$ cat config.mk
export PLATFORM = sky130hd
export DESIGN_NAME = rail_control_pg_delay_regs
export DESIGN_NICKNAME = d
export VERILOG_FILES = /design/src/verilog/rail_pkg.sv /design/src/verilog/delay_if.sv /design/src/verilog/rail_control_pg_delay_regs.sv /design/src/verilog/pg_delay_timer.sv
export SDC_FILE = /design/constraint.sdc
export NUM_CORES = 1
export LEC_CHECK = 0
export BUFFER_PORTS_ARGS = -buffer_cell sky130_fd_sc_hd__buf_2
export CORE_AREA = 2 2 116 118
export CTS_BUF_LIST = sky130_fd_sc_hd__clkbuf_16
export DETAILED_ROUTE_END_ITERATION = 8
export DIE_AREA = 0 0 118 120
export PLACE_DENSITY = 0.85
export SETUP_SLACK_MARGIN = 0.15
export SLEW_MARGIN = 10
export SYNTH_ARGS = -nofsm -noshare
export SYNTH_HDL_FRONTEND = slang
export SYNTH_SLANG_ARGS = --single-unit
$ cat constraint.sdc
create_clock -name clk -period 3.5 [get_ports clk]
set_clock_uncertainty 0.2 [all_clocks]
set_input_delay 0.175 -clock clk [delete_from_list [all_inputs] [get_ports clk]]
set_output_delay 0.175 -clock clk [all_outputs]
set_load 0.01 [all_outputs]
$ cat src/verilog/rail_pkg.sv
package rail_pkg;
  // Register offsets
  localparam logic [7:0] AUX3_VOLT_ADDR = 8'h9B;
  localparam logic [7:0] CONV_CTRL_ADDR = 8'h9C;
  localparam logic [7:0] PG_DELAY_ADDR = 8'h9D;
  // Field positions
  localparam int AUX3_SLEEP_LSB = 4;
  localparam int AUX3_NORMAL_LSB = 0;
  localparam int OP_SELECT_LSB = 3;
  localparam int KILL_LSB = 0;
  localparam int OUT2_DLY_LSB = 5;
  localparam int OUT4_DLY_LSB = 2;
  localparam int OUT1_DLY_LSB = 0;
  // Value read from unmapped offsets
  localparam logic [7:0] UNMAPPED_READ = 8'h00;
  // Delay time base
  localparam int CLK_PERIOD_NS = 40;
  localparam int DELAY_UNIT_NS = 1_000_000;
  localparam int CYCLES_PER_MS = DELAY_UNIT_NS / CLK_PERIOD_NS;
  // Nominal delays in ms per code
  localparam logic [6:0] DLY_MS_0 = 7'h00;
  localparam logic [6:0] DLY_MS_1 = 7'h05;
  localparam logic [6:0] DLY_MS_2 = 7'h0A;
  localparam logic [6:0] DLY_MS_3 = 7'h0F;
  localparam logic [6:0] DLY_MS_4 = 7'h14;
  localparam logic [6:0] DLY_MS_5 = 7'h32;
  localparam logic [6:0] DLY_MS_6 = 7'h4B;
  localparam logic [6:0] DLY_MS_7 = 7'h64;

  // Use of a general output
  typedef enum logic [1:0] {
    OUT_POWER_GOOD = 2'b00,
    OUT_LEVEL_SHIFT = 2'b01,
    OUT_HOST = 2'b10
  } out_use_e;

  // Delay timer states
  typedef enum logic [1:0] {
    T_IDLE = 2'b00,
    T_COUNT = 2'b01,
    T_GOOD = 2'b10
  } timer_state_e;

  // Code to nominal delay in ms
  function automatic logic [6:0] delay_ms(input logic [2:0] code);
    case (code)
      3'h0: delay_ms = DLY_MS_0;
      3'h1: delay_ms = DLY_MS_1;
      3'h2: delay_ms = DLY_MS_2;
      3'h3: delay_ms = DLY_MS_3;
      3'h4: delay_ms = DLY_MS_4;
      3'h5: delay_ms = DLY_MS_5;
      3'h6: delay_ms = DLY_MS_6;
      default: delay_ms = DLY_MS_7;
    endcase
  endfunction
endpackage

$ cat src/verilog/delay_if.sv
`timescale 1ns/1ns
// Link between output logic and one delay timer
interface delay_if;
  logic trigger; // Rails in regulation or level input high
  logic [2:0] code; // Delay code
  logic good; // Delayed good level
  modport ctrl(output trigger, output code, input good);
  modport timer(input trigger, input code, output good);
endinterface

$ cat src/verilog/rail_control_pg_delay_regs.sv
`timescale 1ns/1ns
// Voltage code, converter control and power-good delay registers
module rail_control_pg_delay_regs import rail_pkg::*; #(
  parameter int CYCLES_MS = CYCLES_PER_MS
) (
  input wire logic clk,
  input wire logic rst_n,
  // Register port
  input wire logic [7:0] reg_addr,
  input wire logic [7:0] reg_wdata,
  input wire logic reg_we,
  input wire logic reg_re,
  output logic [7:0] reg_rdata_q,
  // Factory configuration reset values
  input wire logic [7:0] otp_aux3_voltage,
  input wire logic [5:0] otp_converter_ctrl,
  input wire logic [7:0] otp_pg_delay,
  // Aux regulator 3
  input wire logic aux_reg3_sleep,
  output logic [3:0] aux_reg3_level_q,
  output logic [3:0] aux_reg3_sleep_level_q,
  output logic [3:0] aux_reg3_normal_level_q,
  // Step-down converters, index 0 is converter 1
  input wire logic [2:0] stepdown_pin_req,
  input wire logic [2:0] stepdown_host_on,
  output logic [2:0] stepdown_op_select_q,
  output logic [2:0] stepdown_enable_q,
  // General outputs, index 0 out1, 1 out2, 2 out4
  input wire out_use_e out_use_1,
  input wire out_use_e out_use_2,
  input wire out_use_e out_use_4,
  input wire logic [2:0] host_level,
  input wire logic [2:0] rails_in_regulation,
  input wire logic [2:0] level_shift_in,
  input wire logic out2_feeds_termination,
  output logic general_output_1_q,
  output logic general_output_2_q,
  output logic general_output_4_q,
  output logic memory_termination_regulator_en_q
);
  // Stored register fields
  logic [7:0] aux3_volt_q; // Sleep and normal codes
  logic [5:0] conv_ctrl_q; // Op select and kill bits only
  logic [7:0] pg_delay_q; // Three delay fields

  // Two-flop synchronisers for asynchronous status
  logic [2:0] rails_meta_q;
  logic [2:0] rails_sync_q;
  logic [2:0] shift_meta_q;
  logic [2:0] shift_sync_q;

  // Address decode
  wire logic hit_aux3;
  wire logic hit_ctrl;
  wire logic hit_delay;
  assign hit_aux3 = (reg_addr == AUX3_VOLT_ADDR);
  assign hit_ctrl = (reg_addr == CONV_CTRL_ADDR);
  assign hit_delay = (reg_addr == PG_DELAY_ADDR);

  // Read selection; control bits 7:6 are not stored
  wire logic [7:0] rd_mux;
  assign rd_mux = hit_aux3 ? aux3_volt_q :
                  hit_ctrl ? {2'b00, conv_ctrl_q} :
                  hit_delay ? pg_delay_q : UNMAPPED_READ;

  // Field views
  wire logic [3:0] sleep_code;
  wire logic [3:0] normal_code;
  wire logic [2:0] op_sel;
  wire logic [2:0] kill_n;
  assign sleep_code = aux3_volt_q[AUX3_SLEEP_LSB +: 4];
  assign normal_code = aux3_volt_q[AUX3_NORMAL_LSB +: 4];
  assign op_sel = conv_ctrl_q[OP_SELECT_LSB +: 3];
  assign kill_n = conv_ctrl_q[KILL_LSB +: 3];

  // Applied aux regulator code by mode
  wire logic [3:0] aux_level_d;
  assign aux_level_d = aux_reg3_sleep ? sleep_code : normal_code;

  // Converter enable: kill wins over pins and host override
  wire logic [2:0] enable_d;
  assign enable_d = kill_n & (stepdown_pin_req | stepdown_host_on);

  // Delay codes per output; out1 field is two bits wide
  wire logic [2:0] code_out1;
  wire logic [2:0] code_out2;
  wire logic [2:0] code_out4;
  assign code_out1 = {1'b0, pg_delay_q[OUT1_DLY_LSB +: 2]};
  assign code_out2 = pg_delay_q[OUT2_DLY_LSB +: 3];
  assign code_out4 = pg_delay_q[OUT4_DLY_LSB +: 3];

  // Register writes; reset loads factory values
  always_ff @(posedge clk) begin
    if (!rst_n) begin
      // Factory values
      aux3_volt_q <= otp_aux3_voltage;
      conv_ctrl_q <= otp_converter_ctrl;
      pg_delay_q <= otp_pg_delay;
    end else if (reg_we) begin
      if (hit_aux3) begin
        aux3_volt_q <= reg_wdata;
      end
      if (hit_ctrl) begin
        // Upper two bits dropped
        conv_ctrl_q <= reg_wdata[5:0];
      end
      if (hit_delay) begin
        pg_delay_q <= reg_wdata;
      end
    end
  end

  // Read data register, loaded on a read strobe
  always_ff @(posedge clk) begin
    if (!rst_n) begin
      reg_rdata_q <= 8'h00;
    end else if (reg_re) begin
      reg_rdata_q <= rd_mux;
    end
  end

  // Synchronise rail status and level inputs
  always_ff @(posedge clk) begin
    if (!rst_n) begin
      rails_meta_q <= 3'h0;
      rails_sync_q <= 3'h0;
      shift_meta_q <= 3'h0;
      shift_sync_q <= 3'h0;
    end else begin
      rails_meta_q <= rails_in_regulation;
      rails_sync_q <= rails_meta_q;
      shift_meta_q <= level_shift_in;
      shift_sync_q <= shift_meta_q;
    end
  end

  // Regulator and converter outputs
  always_ff @(posedge clk) begin
    if (!rst_n) begin
      aux_reg3_level_q <= 4'h0;
      aux_reg3_sleep_level_q <= 4'h0;
      aux_reg3_normal_level_q <= 4'h0;
      stepdown_op_select_q <= 3'h0;
      stepdown_enable_q <= 3'h0;
    end else begin
      aux_reg3_level_q <= aux_level_d;
      aux_reg3_sleep_level_q <= sleep_code;
      aux_reg3_normal_level_q <= normal_code;
      stepdown_op_select_q <= op_sel;
      stepdown_enable_q <= enable_d;
    end
  end

  // Per-output use and delay code lists
  out_use_e use_w [3];
  logic [2:0] code_w [3];
  assign use_w[0] = out_use_1;
  assign use_w[1] = out_use_2;
  assign use_w[2] = out_use_4;
  assign code_w[0] = code_out1;
  assign code_w[1] = code_out2;
  assign code_w[2] = code_out4;

  // Delay timers, one per general output
  delay_if dl [3] ();
  logic [2:0] good_w; // Delayed good per output
  logic [2:0] out_d; // Next pin level per output
  genvar gi;
  generate
    for (gi = 0; gi < 3; gi++) begin : g_out
      // Level shift times the level input, otherwise grouped rails
      assign dl[gi].trigger = (use_w[gi] == OUT_LEVEL_SHIFT) ? shift_sync_q[gi] :
                              rails_sync_q[gi];
      assign dl[gi].code = code_w[gi];
      assign good_w[gi] = dl[gi].good;
      // Host use bypasses the timer
      assign out_d[gi] = (use_w[gi] == OUT_HOST) ? host_level[gi] : good_w[gi];
      pg_delay_timer #(
        .CYCLES_MS(CYCLES_MS)
      ) u_timer (
        .clk(clk),
        .rst_n(rst_n),
        .dl(dl[gi])
      );
    end
  endgenerate

  // Termination enable keeps the out2 delay in every use
  wire logic vtt_en_d;
  assign vtt_en_d = out2_feeds_termination & good_w[1];

  // General output pins
  always_ff @(posedge clk) begin
    if (!rst_n) begin
      general_output_1_q <= 1'b0;
      general_output_2_q <= 1'b0;
      general_output_4_q <= 1'b0;
      memory_termination_regulator_en_q <= 1'b0;
    end else begin
      general_output_1_q <= out_d[0];
      general_output_2_q <= out_d[1];
      general_output_4_q <= out_d[2];
      memory_termination_regulator_en_q <= vtt_en_d;
    end
  end
endmodule

$ cat src/verilog/pg_delay_timer.sv
`timescale 1ns/1ns
// Holds good low until trigger has stood for the coded delay
module pg_delay_timer import rail_pkg::*; #(
  parameter int CYCLES_MS = CYCLES_PER_MS
) (
  input wire logic clk,
  input wire logic rst_n,
  delay_if.timer dl
);
  timer_state_e state_q, state_d; // Timer state
  logic [15:0] cyc_q, cyc_d; // Cycles within current ms
  logic [6:0] ms_q, ms_d; // Whole ms elapsed
  wire logic [6:0] target_ms; // Nominal delay
  wire logic ms_wrap; // Last cycle of a ms
  wire logic [6:0] ms_inc; // Ms count after wrap

  assign target_ms = delay_ms(dl.code);
  assign ms_wrap = (cyc_q == 16'(CYCLES_MS - 1));
  assign ms_inc = ms_q + 7'h01;
  assign dl.good = (state_q == T_GOOD);

  // Next state; count restarts whenever trigger drops
  always_comb begin
    state_d = state_q;
    cyc_d = cyc_q;
    ms_d = ms_q;
    case (state_q)
      T_IDLE: begin
        cyc_d = 16'h0000;
        ms_d = 7'h00;
        // Timing starts at trigger rise
        if (dl.trigger) begin
          state_d = (target_ms == 7'h00) ? T_GOOD : T_COUNT;
        end
      end
      T_COUNT: begin
        if (!dl.trigger) begin
          state_d = T_IDLE;
        end else if (ms_wrap) begin
          cyc_d = 16'h0000;
          ms_d = ms_inc;
          // Exact nominal count, tolerance is analog only
          if (ms_inc >= target_ms) begin
            state_d = T_GOOD;
          end
        end else begin
          cyc_d = cyc_q + 16'h0001;
        end
      end
      T_GOOD: begin
        if (!dl.trigger) begin
          state_d = T_IDLE;
        end
      end
      default: state_d = T_IDLE;
    endcase
  end

  // State registers
  always_ff @(posedge clk) begin
    if (!rst_n) begin
      state_q <= T_IDLE;
      cyc_q <= 16'h0000;
      ms_q <= 7'h00;
    end else begin
      state_q <= state_d;
      cyc_q <= cyc_d;
      ms_q <= ms_d;
    end
  end

  // Cycles the trigger has stood, for checking only
  logic [23:0] held_q;
  always_ff @(posedge clk) begin
    if (!rst_n || !dl.trigger) begin
      held_q <= 24'h000000;
    end else begin
      held_q <= held_q + 24'h000001;
    end
  end
endmodule

==> After elaboration in Yosys (flattened, before gate mapping) <==
Index checks and enable logic that the tools add are counted.
{ "totals": {"ff_bits": 139, "latch_bits": 0, "ramBits": 0, "romBits": 0, "output_inout_bits": 30, "elab_cells": 178, "mem_count": 0} }
{ "op_classes": {"n_addsub": 6, "n_mul": 0, "div_mod_pow": 0, "magnitude_cmp": 3, "n_eq_ne": 55, "n_shift": 0, "mux": 61, "bitwise": 3, "n_reduce_logical": 24} }
{ "ops": {"columns": ["operator", "count"], "rows": [
  ["$pmux 7 s7", 2],
  ["$mux 16", 6],
  ["$pmux 16 s2", 3],
  ["$mux 8", 9],
  ["$add 16x1->16 const B", 3],
  ["$eq 16x15->1 const B", 3],
  ["$mux 7", 6],
  ["$pmux 7 s2", 3],
  ["$mux 2", 18],
  ["$pmux 7 s4", 1],
  ["$ne 2x1->1 const B", 13],
  ["$eq 8x8->1 const B", 3],
  ["$add 7x1->7 const B", 3],
  ["$ge 7x7->1", 3],
  ["$logic_not 7->1", 3],
  ["$eq 3x3->1 const B", 6],
  ["$mux 6", 3],
  ["$ne 3x3->1 const B", 6],
  ["$pmux 2 s3", 3],
  ["$eq 2x2->1 const B", 8],
  ["$eq 2x1->1 const B", 7],
  ["$eq 3x2->1 const B", 4],
  ["$reduce_and 2->1", 6],
  ["$reduce_and 4->1", 3],
  ["11 further kinds", 27]
]} }

==> Depth between registers and ports, before layout <==
Gate-level depths: netlist of run 1.
{ "logic_depth": {"word_depth": 7, "mapped_depth": 9, "mapped_depth_nobuf": 9} }

==> By module <==
Synthesis of run 1 repeated with hierarchy kept, for this count alone.
{ "hier_totals": {"hier_cells": 808, "hier_area_um2": 7190.6} }
{ "by_module_without_submodules": {"columns": ["module", "instances", "cells_each", "area_per_inst_um2", "seq_area_each_um2"], "rows": [
  ["pg_delay_timer (g_out[0].u_timer ...)", 2, 192, 1556.5, 500.5],
  ["rail_control_pg_delay_regs", 1, 233, 2556.2, 1501.4],
  ["pg_delay_timer (g_out[1].u_timer)", 1, 191, 1521.5, 500.5]
]} }

==> Worst setup path before layout of run 1 <==
No wires, ideal clock.
{ "synth_path": {"path_kind": "reg2reg", "start": "register g_out[1].u_timer.ms_q[0]", "end": "register g_out[1].u_timer.state_q[1]", "setup_time_ps": 140, "t_arrival_ps": 2105, "t_required_ps": 3160, "slack_ps": 1054, "stages_incl_launch_ff": 10, "synth_period_minus_slack_ps": 2446, "path_cell_list": "dfxtp_1 ha_1 nand3_1 and2_1 or2_2 ha_1 nand3_1 nand2_1 a2111oi_0 o32ai_1"} }
{ "synth_via": {"elab_chain_cells": 4} }
{ "synth_rtl": {"columns": ["item", "line_no", "rtl"], "rows": [
  ["start: declaration", "pg_delay_timer.sv:12", "logic [6:0] ms_q, ms_d;"],
  ["start signal: assignment", "pg_delay_timer.sv:68", "ms_q <= ms_d;"],
  ["$add 7x1->7", "pg_delay_timer.sv:19", "assign ms_inc = ms_q + 7'h01;"],
  ["$ge 7x7->1", "pg_delay_timer.sv:43", "if (ms_inc >= target_ms) begin"],
  ["$ne 3x3->1 (no line)", null, null],
  ["$reduce_and 4->1 (no line)", null, null],
  ["end signal: assignment", "pg_delay_timer.sv:66", "state_q <= state_d;"],
  ["end: declaration", "pg_delay_timer.sv:10", "timer_state_e state_q, state_d;"]
]} }
No other way between the ends.
A chain may end at the register's enable or synchronous reset.

==> Worst setup path after layout of run 1 <==
Same ends and word-level chain as after synthesis.

==> flow_summary.json, run 1 <==
{
  "pre_cts_slack_ns": 0.801,
  "dp.cells": 1048,
  "final_util_pct": 67.9,
  "port_buffers": 94,
  "finalNetCount": 1035,
  "fp.dieW_um": 118,
  "numCtsBuffers": 17,
  "vias": 6629,
  "postCtsSetupBuffers": 0,
  "peakVddDrop_v": 0.000385,
  "max-slew-margin-rel_pct": 21.2,
  "p_total_mw": 4.08,
  "ys_seq_area_share_pct": 42.9,
  "fin_crit_ns": 2.79,
  "synth_edf_count": 22,
  "rows": 42,
  "wl_per_cell_um": 16.5,
  "stdcell_count": 1133,
  "worstMarginPinSlew_ns": 1.17,
  "crit_type": "reg2reg",
  "syn_area_per_cell_um2": 8.72,
  "cts_root_buffer": "clkbuf_16",
  "crit_path_max_fanout": 4,
  "rsz0062_at_grt": "false",
  "track_usage_pct": 26.7,
  "reg2reg_depth": 9,
  "required_ns": 3.55,
  "grt_overflow": 0,
  "timing.rr.start": "g_out[1].u_timer.ms_q[0]",
  "holdPathEnd": "general_output_2_q",
  "io_pins": 95,
  "setup_viol": 0,
  "grt_pass1_wl_um": 30500,
  "slew_viol_final": 0,
  "die_y_um": 120,
  "synthToLayoutAreaGrowth_pct": 25.9,
  "finalCritPeriodShare_pct": 79.8,
  "grt_use_met1_pct": 29.5,
  "whs_ns": 0.0197,
  "grt.busiest_layer": "met2",
  "first_pass_iters": 5,
  "antenna_found_initial": 0,
  "setup_ws_ns": 0.708,
  "coreArea_um2": 13000,
  "place_area_um2": 7620,
  "clkLatencyLatePin_ns": 0.42,
  "ant_nets": 0,
  "grt_pass1_vias": 6461,
  "status": "finished clean",
  "drc": 0,
  "via_per_inst": 5.85,
  "yosysUniqueCellTypes": 70,
  "tns_ns": 0,
  "start_util_pct": 54.0,
  "drtIter0Drc": 366,
  "synth_area_um2": 7000,
  "cts_buffer_depth": 2,
  "worstHoldStart": "out_use_2[1]",
  "cts_sinks": 139,
  "antenna_cells_inserted": 0,
  "crit_path_end_kind": "flop",
  "yosys_warnings": 0,
  "grt_max_degree": 56,
  "synth_seq_cells": 139,
  "hp-class": "in2reg",
  "place_congestion": 0.910,
  "power_density_nw_per_um2": 463,
  "whs_path_depth": 4,
  "fin_area_um2": 8810,
  "drive_gt1_share_pct": 15.7,
  "fmax_ghz": 0.358,
  "dieArea_um2": 14200,
  "synth_cells": 803,
  "worst_r2r_endpoint": "g_out[1].u_timer.state_q[1]",
  "htree_levels": 4,
  "ys_async_sr_fraction_pct": 0,
  "hold_violations": 0,
  "arrival_ns": 2.85,
  "start_kind": "flop",
  "routed_wl_um": 18700,
  "cts_tree": "done",
  "path_clk_slew_ns": 0.06,
  "ctsResizeCount": 0,
  "grtUsageMet3_pct": 6.18,
  "synthFlopType": "dfxtp_1",
  "r2r_slack_ns": 0.71,
  "hpwl_um": 11200,
  "p_leak_nw": 3.59,
  "met2_usage_pct": 46.9,
  "maxCapViolCount": 0
}
[worst max-delay path, cell delays in order (launching register included)]
cell and delay, ns:
dfxtp_1 0.38, ha_1 0.20, nand3_1 0.13, and2_1 0.19
or2_2 0.29, ha_1 0.29, nand3_1 0.09, nand2_1 0.06
a2111oi_0 0.61, o32ai_1 0.19
[kinds of logic (layout without fill, tap and decap cells)]
kind of cell / Yosys count / after routing / synth area share, %
buffers and inverters: 83 / 236 / 4.47
AO/OA/AOI/OAI: 174 / 174 / 16.0
XOR/XNOR: 25 / 25 / 3.13
flip-flops: 139 / 139 / 42.9
other: 1 / 2 / 0.0535
AND/OR/NAND/NOR: 337 / 337 / 26.3
adder cells (fa/ha/maj): 26 / 26 / 4.65
multiplexers: 18 / 18 / 2.57
[layout by cell type, fill, tap and decap left out, types with 6 or more instances in the layout]
| cell type | Yosys | layout |
|---|---|---|
| a21oi_1 | 30 | 30 |
| a22o_1 | 10 | 10 |
| a22oi_1 | 7 | 7 |
| a31oi_1 | 16 | 16 |
| and2_1 | 34 | 34 |
| and3_1 | 7 | 7 |
| and4_1 | 6 | 6 |
| buf_2 | 1 | 94 |
| buf_4 | 0 | 6 |
| clkbuf_16 | 0 | 17 |
| dfxtp_1 | 117 | 117 |
| dlygate4sd3_1 | 0 | 53 |
| edfxtp_1 | 22 | 22 |
| ha_1 | 26 | 26 |
| inv_1 | 51 | 51 |
| mux2i_1 | 18 | 18 |
| nand2_1 | 66 | 66 |
| nand2b_1 | 20 | 20 |
| nand3_1 | 54 | 54 |
| nand4_1 | 20 | 20 |
| nor2_1 | 55 | 55 |
| nor2b_1 | 9 | 9 |
| nor3_1 | 15 | 15 |
| nor4_1 | 10 | 10 |
| o21ai_0 | 56 | 56 |
| o22ai_1 | 9 | 9 |
| o31ai_1 | 6 | 6 |
| or3_1 | 9 | 9 |
| xnor2_1 | 7 | 7 |
| xor2_1 | 18 | 18 |
[worst max-delay path by stage]
stage                     cells past startpoint                          end  slack, ns                startpoint
after floorplan                               9  g_out[1].u_timer.state_q[1]       1.05  g_out[1].u_timer.ms_q[0]
after global placement                        9  g_out[1].u_timer.state_q[1]       0.92  g_out[1].u_timer.ms_q[0]
after detailed placement                      9  g_out[1].u_timer.state_q[1]       0.80  g_out[1].u_timer.ms_q[0]
after CTS                                     9  g_out[1].u_timer.state_q[1]       0.70  g_out[1].u_timer.ms_q[0]
after global routing                          8  g_out[1].u_timer.state_q[1]       0.43  g_out[1].u_timer.ms_q[0]
final                                         9  g_out[1].u_timer.state_q[1]       0.71  g_out[1].u_timer.ms_q[0]
[where the power goes]
part / switching [mW] / internal, mW / total (mW) / leakage [nW]
combinational: 0.176 / 0.156 / 0.332 / 2.10
sequential: 0.0425 / 1.68 / 1.72 / 1.16
clock: 0.746 / 1.28 / 2.03 / 0.321
total: 0.964 / 3.12 / 4.08 / 3.59
[what timing repair did]
item | in CTS | in global routing
hold buffers | 53 | 0
hold endpoints to repair | 41 | 0
endpoints found under the setup margin | 0 | 0
[per-layer routing]
| metal | share of wire (%) | up-vias |
|---|---|---|
| met5 | 0 | - |
| met4 | 4.4 | 0 |
| met3 | 5.8 | 76 |
| met2 | 51 | 286 |
| met1 | 39 | 3078 |
| li1 | - | 3189 |
[sequential cells by signal (all words and copies together) (netlist names), 3 cells and up]
register,count
g_out.u_timer.cyc_q,48
g_out.u_timer.ms_q,21
aux3_volt_q,8
pg_delay_q,8
reg_rdata_q,8
conv_ctrl_q,6
g_out.u_timer.state_q,6
aux_reg3_level_q,4
aux_reg3_normal_level_q,4
aux_reg3_sleep_level_q,4
rails_meta_q,3
rails_sync_q,3
shift_meta_q,3
shift_sync_q,3
stepdown_enable_q,3
stepdown_op_select_q,3
[cell usage after synthesis (4+ instances only)]
| master | number | share of area (%) |
|---|---|---|
| a22oi_1 | 7 | 0.75 |
| nand3_1 | 54 | 3.9 |
| nand2_1 | 66 | 3.5 |
| nor3_1 | 15 | 1.1 |
| xnor2_1 | 7 | 0.88 |
| or2_2 | 5 | 0.45 |
| a22o_1 | 10 | 1.3 |
| nor4bb_1 | 4 | 0.57 |
| inv_1 | 51 | 2.7 |
| or3_1 | 9 | 0.80 |
| nor2b_1 | 9 | 0.80 |
| clkbuf_1 | 29 | 1.6 |
| nand4_1 | 20 | 1.8 |
| ha_1 | 26 | 4.6 |
| dfxtp_1 | 117 | 33 |
| nand4b_1 | 4 | 0.50 |
| nand2b_1 | 20 | 1.8 |
| mux2i_1 | 18 | 2.6 |
| o31ai_1 | 6 | 0.64 |
| and2_1 | 34 | 3.0 |
| a31oi_1 | 16 | 1.4 |
| and4_1 | 6 | 0.75 |
| and3_1 | 7 | 0.63 |
| nor2_1 | 55 | 2.9 |
| xor2_1 | 18 | 2.3 |
| edfxtp_1 | 22 | 9.4 |
| o21ai_0 | 56 | 4.0 |
| o22ai_1 | 9 | 0.80 |
| a21o_1 | 5 | 0.54 |
| nor4_1 | 10 | 0.89 |
| a21oi_1 | 30 | 2.1 |
[final cells by class]
class	count	area, um^2
inverter	51	191
clock buffer	17	425
multi-input combinational	582	3690
timing repair buffer	153	1050
tap	176	220
sequential	139	3000
fill	949	4170
clock inverter	15	236
Note: power is estimated with default switching activity, not from simulation.
==> inputs of run 2 (changes only) <==
clock period = 2.85 ns   (was 3.5 ns; I/O delays follow)
==> run 2 against run 1 <==
Sequential power is 23% higher; worst setup slack worse by 0.45 ns; combinational power is 24% higher; sequential share of layout area is 0.063 points lower; utilization is 0.13 points higher; hold slack better by 0.028 ns; die area stayed put; register-to-register slack worse by 0.45 ns; non-clock buffer count is 7 higher; critical path depth is 4 lower; via count is 0.81% lower; first-iteration DRC count is 26% higher; critical endpoint is now g_out[0].u_timer.cyc_q[5].
==> flow_summary.json, run 2 (same netlist as run 1, synthesis figures left out) <==
{
  "crit_path_max_fanout": 13,
  "rsz0062_at_grt": "true",
  "crit_path_end_kind": "flop",
  "regMostFlops": "g_out.u_timer.cyc_q",
  "crit_top_cell": "a21o_1",
  "drive_gt1_share_pct": 16.2,
  "arrival_ns": 2.70,
  "power_frac_clock_pct": 46.3,
  "critical_path.top_delay_family": "simple AND/OR/NAND/NOR gates",
  "layout_common_cells": "117 x dfxtp_1, 94 x buf_2, 66 x nand2_1, 56 x o21ai_0",
  "final_common_cell": "dfxtp_1",
  "worstHoldStart": "out_use_1[0]",
  "hp-class": "in2reg",
  "cp-startpoint": "g_out[0].u_timer.cyc_q[4]",
  "r2r_slack_ns": 0.26,
  "setup_viol": 0,
  "p_leak_nw": 3.60,
  "cts_root_buffer": "clkbuf_16",
  "comb_power_share_pct": 8.8,
  "ant_nets": 0,
  "die_y_um": 120,
  "reg2reg_depth": 5,
  "grt_pass1_vias": 6387,
  "tns_ns": 0,
  "slowest_stage": "or4b_2",
  "postCtsSetupBuffers": 0,
  "largest_register_ffs": 48,
  "grt_overflow": 0,
  "numCtsBuffers": 17,
  "worstMarginPinSlew_ns": 0.773,
  "clkLatencyLatePin_ns": 0.42,
  "start_kind": "flop",
  "status": "finished clean",
  "fillers": 960,
  "routed_wl_um": 18300,
  "p_total_mw": 4.70,
  "peakVddDrop_v": 0.000456,
  "seq_power_share_pct": 44.9,
  "rows": 42,
  "timing.rr.start": "g_out[0].u_timer.cyc_q[4]",
  "fin_crit_ns": 2.59,
  "antenna_found_initial": 0,
  "drtIter0Drc": 462,
  "synthToLayoutAreaGrowth_pct": 26.1,
  "via_per_inst": 5.77,
  "p_int_mw": 3.56,
  "max_stage_delay_ns": 0.72,
  "track_usage_pct": 26.2,
  "antenna_cells_inserted": 0,
  "crit_chain": "or4b_2 -> nor4_4 -> and4b_1 -> a21o_1 -> a21o_1",
  "vias": 6575,
  "worst_r2r_endpoint": "g_out[0].u_timer.cyc_q[5]",
  "drc": 0,
  "cp-endpoint": "g_out[0].u_timer.cyc_q[5]",
  "hpwl_um": 11000,
  "top_regs": "g_out.u_timer.cyc_q x48, g_out.u_timer.ms_q x21",
  "p_switching_mw": 1.13,
  "maxCapViolCount": 0,
  "max-slew-margin-rel_pct": 48.1,
  "io_pins": 95,
  "port_buffers": 94,
  "cp_num_buf_inv": 0,
  "hold_violations": 0,
  "final_util_pct": 68.0,
  "grt_pass1_wl_um": 29800,
  "cts_tree": "done",
  "start_util_pct": 54.0,
  "power_density_nw_per_um2": 532,
  "cts_buffer_depth": 2,
  "required_ns": 2.96,
  "path_clk_slew_ns": 0.06,
  "grt_max_degree": 103,
  "slew_viol_final": 0,
  "coreArea_um2": 13000,
  "switching_share_pct": 24.1,
  "finalCritPeriodShare_pct": 91.0,
  "fp.dieW_um": 118,
  "dieArea_um2": 14200,
  "finalNetCount": 1042,
  "place_congestion": 0.858,
  "cts_sinks": 139,
  "fmax_ghz": 0.386,
  "path_depth": 5,
  "htree_levels": 4,
  "crit_type": "reg2reg",
  "wl_per_cell_um": 16.1,
  "first_pass_iters": 5
}
-- run 2: cell type report --
cell class / instances / area (um^2) / share of cell area [%]
multi-input cells: 582 / 3710 / 42.0
inverters: 51 / 191 / 2.17
flip-flops and latches: 139 / 3000 / 34.0
clock buffers: 19 / 475 / 5.38
clock inverters: 13 / 115 / 1.30
repair buffers: 160 / 1120 / 12.6
well taps: 176 / 220 / 2.49
-- run 2: how the worst min path moves through the flow --
| stage | cells past startpoint | slack [ns] | endpoint |
|---|---|---|---|
| floorplan | 1 | 0.07 | rails_meta_q[0] |
| global placement | 2 | 0.15 | shift_meta_q[2] |
| detailed placement | 2 | 0.15 | shift_meta_q[2] |
| CTS | 4 | 0.005 | reg_rdata_q[0] |
| global route | 4 | 0.07 | g_out[0].u_timer.state_q[1] |
| finish | 4 | 0.05 | g_out[0].u_timer.state_q[1] |
-- run 2: power groups by stage --
| stage | Sequential [mW] | Combinational (mW) | Clock, mW |
|---|---|---|---|
| after floorplan | 2.14 | 0.192 | 0 |
| after global placement | 2.14 | 0.316 | 0 |
| after detailed placement | 2.15 | 0.326 | 0 |
| after CTS | 2.11 | 0.394 | 2.20 |
| after global routing | 2.11 | 0.447 | 2.28 |
| final | 2.11 | 0.413 | 2.18 |
-- run 2: per-layer routing --
| layer | GRT usage, % | vias to the layer above | part of all wire, % |
|---|---|---|---|
| met5 | 0 | - | 0 |
| met2 | 46.7 | 241 | 51 |
| met4 | 11.6 | 0 | 2.6 |
| li1 | - | 3201 | - |
| met3 | 6.32 | 43 | 6.0 |
| met1 | 29.9 | 3090 | 40 |
-- run 2: what timing repair did --
item | CTS | global route
gates cloned | 0 | 0
hold buffers | 55 | 0
endpoints found under the hold margin | 42 | 0
pin swaps | 0 | 0
endpoints found under the setup margin | 2 | 7
gates resized for setup | 1 | 3
-- run 2: per-stage QoR --
step	area [um^2]	worst slack (ns)	cells	hold slack, ns
after global routing	8830	0.141	1140	0.0743
after floorplan	7010	0.404	804	0.0698
after CTS	8810	0.196	1140	0.00521
after global placement	7670	0.221	1053	0.148
after detailed placement	7670	0.101	1053	0.154
final	8830	0.257	1140	0.0478
-- run 2: worst register-to-register path: stages, from the launching register on --
cell     delay [ns]
dfxtp_1        0.37
or4b_2         0.72
nor4_4         0.42
and4b_1        0.40
a21o_1         0.21
a21o_1         0.16
==> inputs of run 3 (changes only) <==
BUFFER_PORTS_ARGS = default   (was -buffer_cell sky130_fd_sc_hd__buf_2)
DONT_BUFFER_PORTS = 1   (was default)
PLACE_DENSITY = 0.79   (was 0.85)
==> run 3 against run 2 <==
Largest cell class unchanged; via count is 5.4% lower; clock-buffer cell count is 2 lower; register-to-register slack better by 0.06 ns; fmax is 2.6% higher; utilization is 3.0 points lower; largest power group is now registers; critical path type unchanged; combinational power is 16% lower; first-iteration DRC count is 19% lower; non-clock buffer count is 86 lower; global-route usage is 0.32 points lower; wire length is 2.5% lower; worst setup slack better by 0.065 ns.
==> flow_summary.json, run 3 (same netlist as run 1, synthesis figures left out) <==
{
  "status": "finished clean",
  "finalNetCount": 956,
  "cts_buffer_depth": 2,
  "whs_ns": 0.0473,
  "worst_r2r_endpoint": "g_out[1].u_timer.state_q[1]",
  "p_switching_mw": 1.19,
  "cts_tree": "done",
  "grt_pass1_wl_um": 29300,
  "slowest_stage": "dfxtp_1",
  "start_util_pct": 54.0,
  "tns_ns": 0,
  "peakVddDrop_v": 0.000424,
  "cts_root_buffer": "clkbuf_16",
  "grt_use_met1_pct": 29.8,
  "path_depth": 9,
  "seq_power_share_pct": 46.6,
  "dieArea_um2": 14200,
  "crit_path_end_kind": "flop",
  "crit_path_max_fanout": 4,
  "drtIter0Drc": 373,
  "setup_viol": 0,
  "comb_power_share_pct": 7.6,
  "p_leak_nw": 3.23,
  "cp_num_buf_inv": 0,
  "cp-endpoint": "g_out[1].u_timer.state_q[1]",
  "maxCapViolCount": 0,
  "grtUsageMet3_pct": 5.89,
  "required_ns": 2.95,
  "port_buffers": 0,
  "io_pins": 95,
  "arrival_ns": 2.62,
  "hpwl_um": 10500,
  "largest_register_ffs": 48,
  "clkLatencyLatePin_ns": 0.43,
  "via_per_inst": 5.90,
  "place_congestion": 0.829,
  "worstMarginPinSlew_ns": 0.736,
  "timing.rr.start": "g_out[1].u_timer.ms_q[0]",
  "rows": 42,
  "slew_viol_final": 0,
  "r2r_slack_ns": 0.32,
  "power_frac_clock_pct": 45.8,
  "fin_crit_ns": 2.53,
  "grt_overflow": 0,
  "ant_nets": 0,
  "antenna_cells_inserted": 0,
  "power_density_nw_per_um2": 541,
  "coreArea_um2": 13000,
  "max_stage_delay_ns": 0.41,
  "synthToLayoutAreaGrowth_pct": 20.4,
  "switching_share_pct": 26.1,
  "finalCritPeriodShare_pct": 88.7,
  "drive_gt1_share_pct": 7.06,
  "fmax_ghz": 0.396,
  "layout_common_cells": "117 x dfxtp_1, 66 x nand2_1, 63 x dlygate4sd3_1, 56 x o21ai_0, 55 x nor2_1",
  "max-slew-margin-rel_pct": 50.6,
  "antenna_found_initial": 0,
  "numCtsBuffers": 17,
  "fillers": 1013,
  "first_pass_iters": 5,
  "crit_chain": "ha_1 -> nand3_1 -> and2_1 -> or2_2 -> ha_1 -> nand3_1 -> nand2_1 -> a2111oi_4 -> o32ai_1",
  "routed_wl_um": 17900,
  "grt.busiest_layer": "met2",
  "track_usage_pct": 25.9,
  "rsz0062_at_grt": "false",
  "met2_usage_pct": 45.5,
  "grt_pass1_vias": 6030,
  "postCtsSetupBuffers": 0,
  "die_y_um": 120,
  "crit_type": "reg2reg",
  "grt_max_degree": 54,
  "hold_violations": 0,
  "cp-startpoint": "g_out[1].u_timer.ms_q[0]",
  "critical_path.top_delay_family": "simple AND/OR/NAND/NOR gates",
  "regMostFlops": "g_out.u_timer.cyc_q",
  "vias": 6220,
  "reg2reg_depth": 9,
  "fp.dieW_um": 118,
  "final_common_cell": "dfxtp_1",
  "p_int_mw": 3.37,
  "start_kind": "flop",
  "cts_sinks": 139,
  "top_regs": "g_out.u_timer.cyc_q x48, g_out.u_timer.ms_q x21",
  "path_clk_slew_ns": 0.07,
  "hp-class": "in2reg",
  "wl_per_cell_um": 17.0,
  "htree_levels": 4,
  "drc": 0
}
## run 3: cell count changes in the layout (fill, tap and decap cells not counted), sizes merged
cell / change
clkbuf: -2
buf: -94
dlygate4sd3: +8
clkinv: -4
bufinv: -1
inv: +7
## run 3: power by group through the flow
stage	registers (mW)	logic, mW	clock network (mW)
floorplan	2.14	0.192	0
global placement	2.16	0.215	0
detailed placement	2.16	0.218	0
CTS	2.12	0.324	2.11
global route	2.13	0.376	2.20
finish	2.13	0.346	2.09
## run 3: how the worst min path moves through the flow
| stage | start | to | depth (start not counted) |
|---|---|---|---|
| 6_report | reg_we | pg_delay_q[0] | 2 |
| 5_1_grt | out_use_1[1] | g_out[0].u_timer.ms_q[1] | 4 |
| 4_1_cts | reg_we | pg_delay_q[4] | 2 |
| 3_5_place_dp | rst_n | rails_sync_q[0] | 1 |
| 3_3_place_gp | rst_n | reg_rdata_q[0] | 1 |
| 2_1_floorplan | rails_in_regulation[0] | rails_meta_q[0] | 1 |
## run 3: metal layers
metal	vias up	wire, um
met5	-	0
met3	42	915
met4	0	497
met2	193	9150
li1	3038	-
met1	2947	7330
## run 3: final cells by class
type,instances,area (um^2),area share (%)
Clock inverter,15,128,1.51
Timing Repair Buffer,74,746,8.84
Sequential cell,139,3000,35.6
Tap cell,176,220,2.61
Inverter,51,191,2.27
Multi-Input combinational cell,582,3720,44.1
Clock buffer,17,425,5.04
## run 3: worst reg2reg max path: stages (launching register included)
cell,delay [ns]
dfxtp_1,0.41
ha_1,0.21
nand3_1,0.11
and2_1,0.18
or2_2,0.29
ha_1,0.29
nand3_1,0.08
nand2_1,0.08
a2111oi_4,0.39
o32ai_1,0.16
## run 3: per-stage QoR
| step | utilization (%) | instance area, um^2 | power, mW | setup slack (ns) | instances |
|---|---|---|---|---|---|
| final | 65.0 | 8430 | 4.56 | 0.322 | 1054 |
| after global routing | 65.0 | 8430 | 4.71 | 0.196 | 1054 |
| after CTS | 64.8 | 8410 | 4.55 | 0.224 | 1054 |
| after detailed placement | 55.3 | 7170 | 2.38 | 0.189 | 957 |
| after global placement | 55.3 | 7170 | 2.38 | 0.225 | 957 |
| after floorplan | - | 7010 | 2.34 | 0.404 | 804 |
## run 3: repair_timing
action	in CTS	in global routing
pin swaps	0	0
hold buffers	65	0
resized for setup	1	4
hold endpoints to repair	135	0
cloned	0	0
setup endpoints to repair	1	9
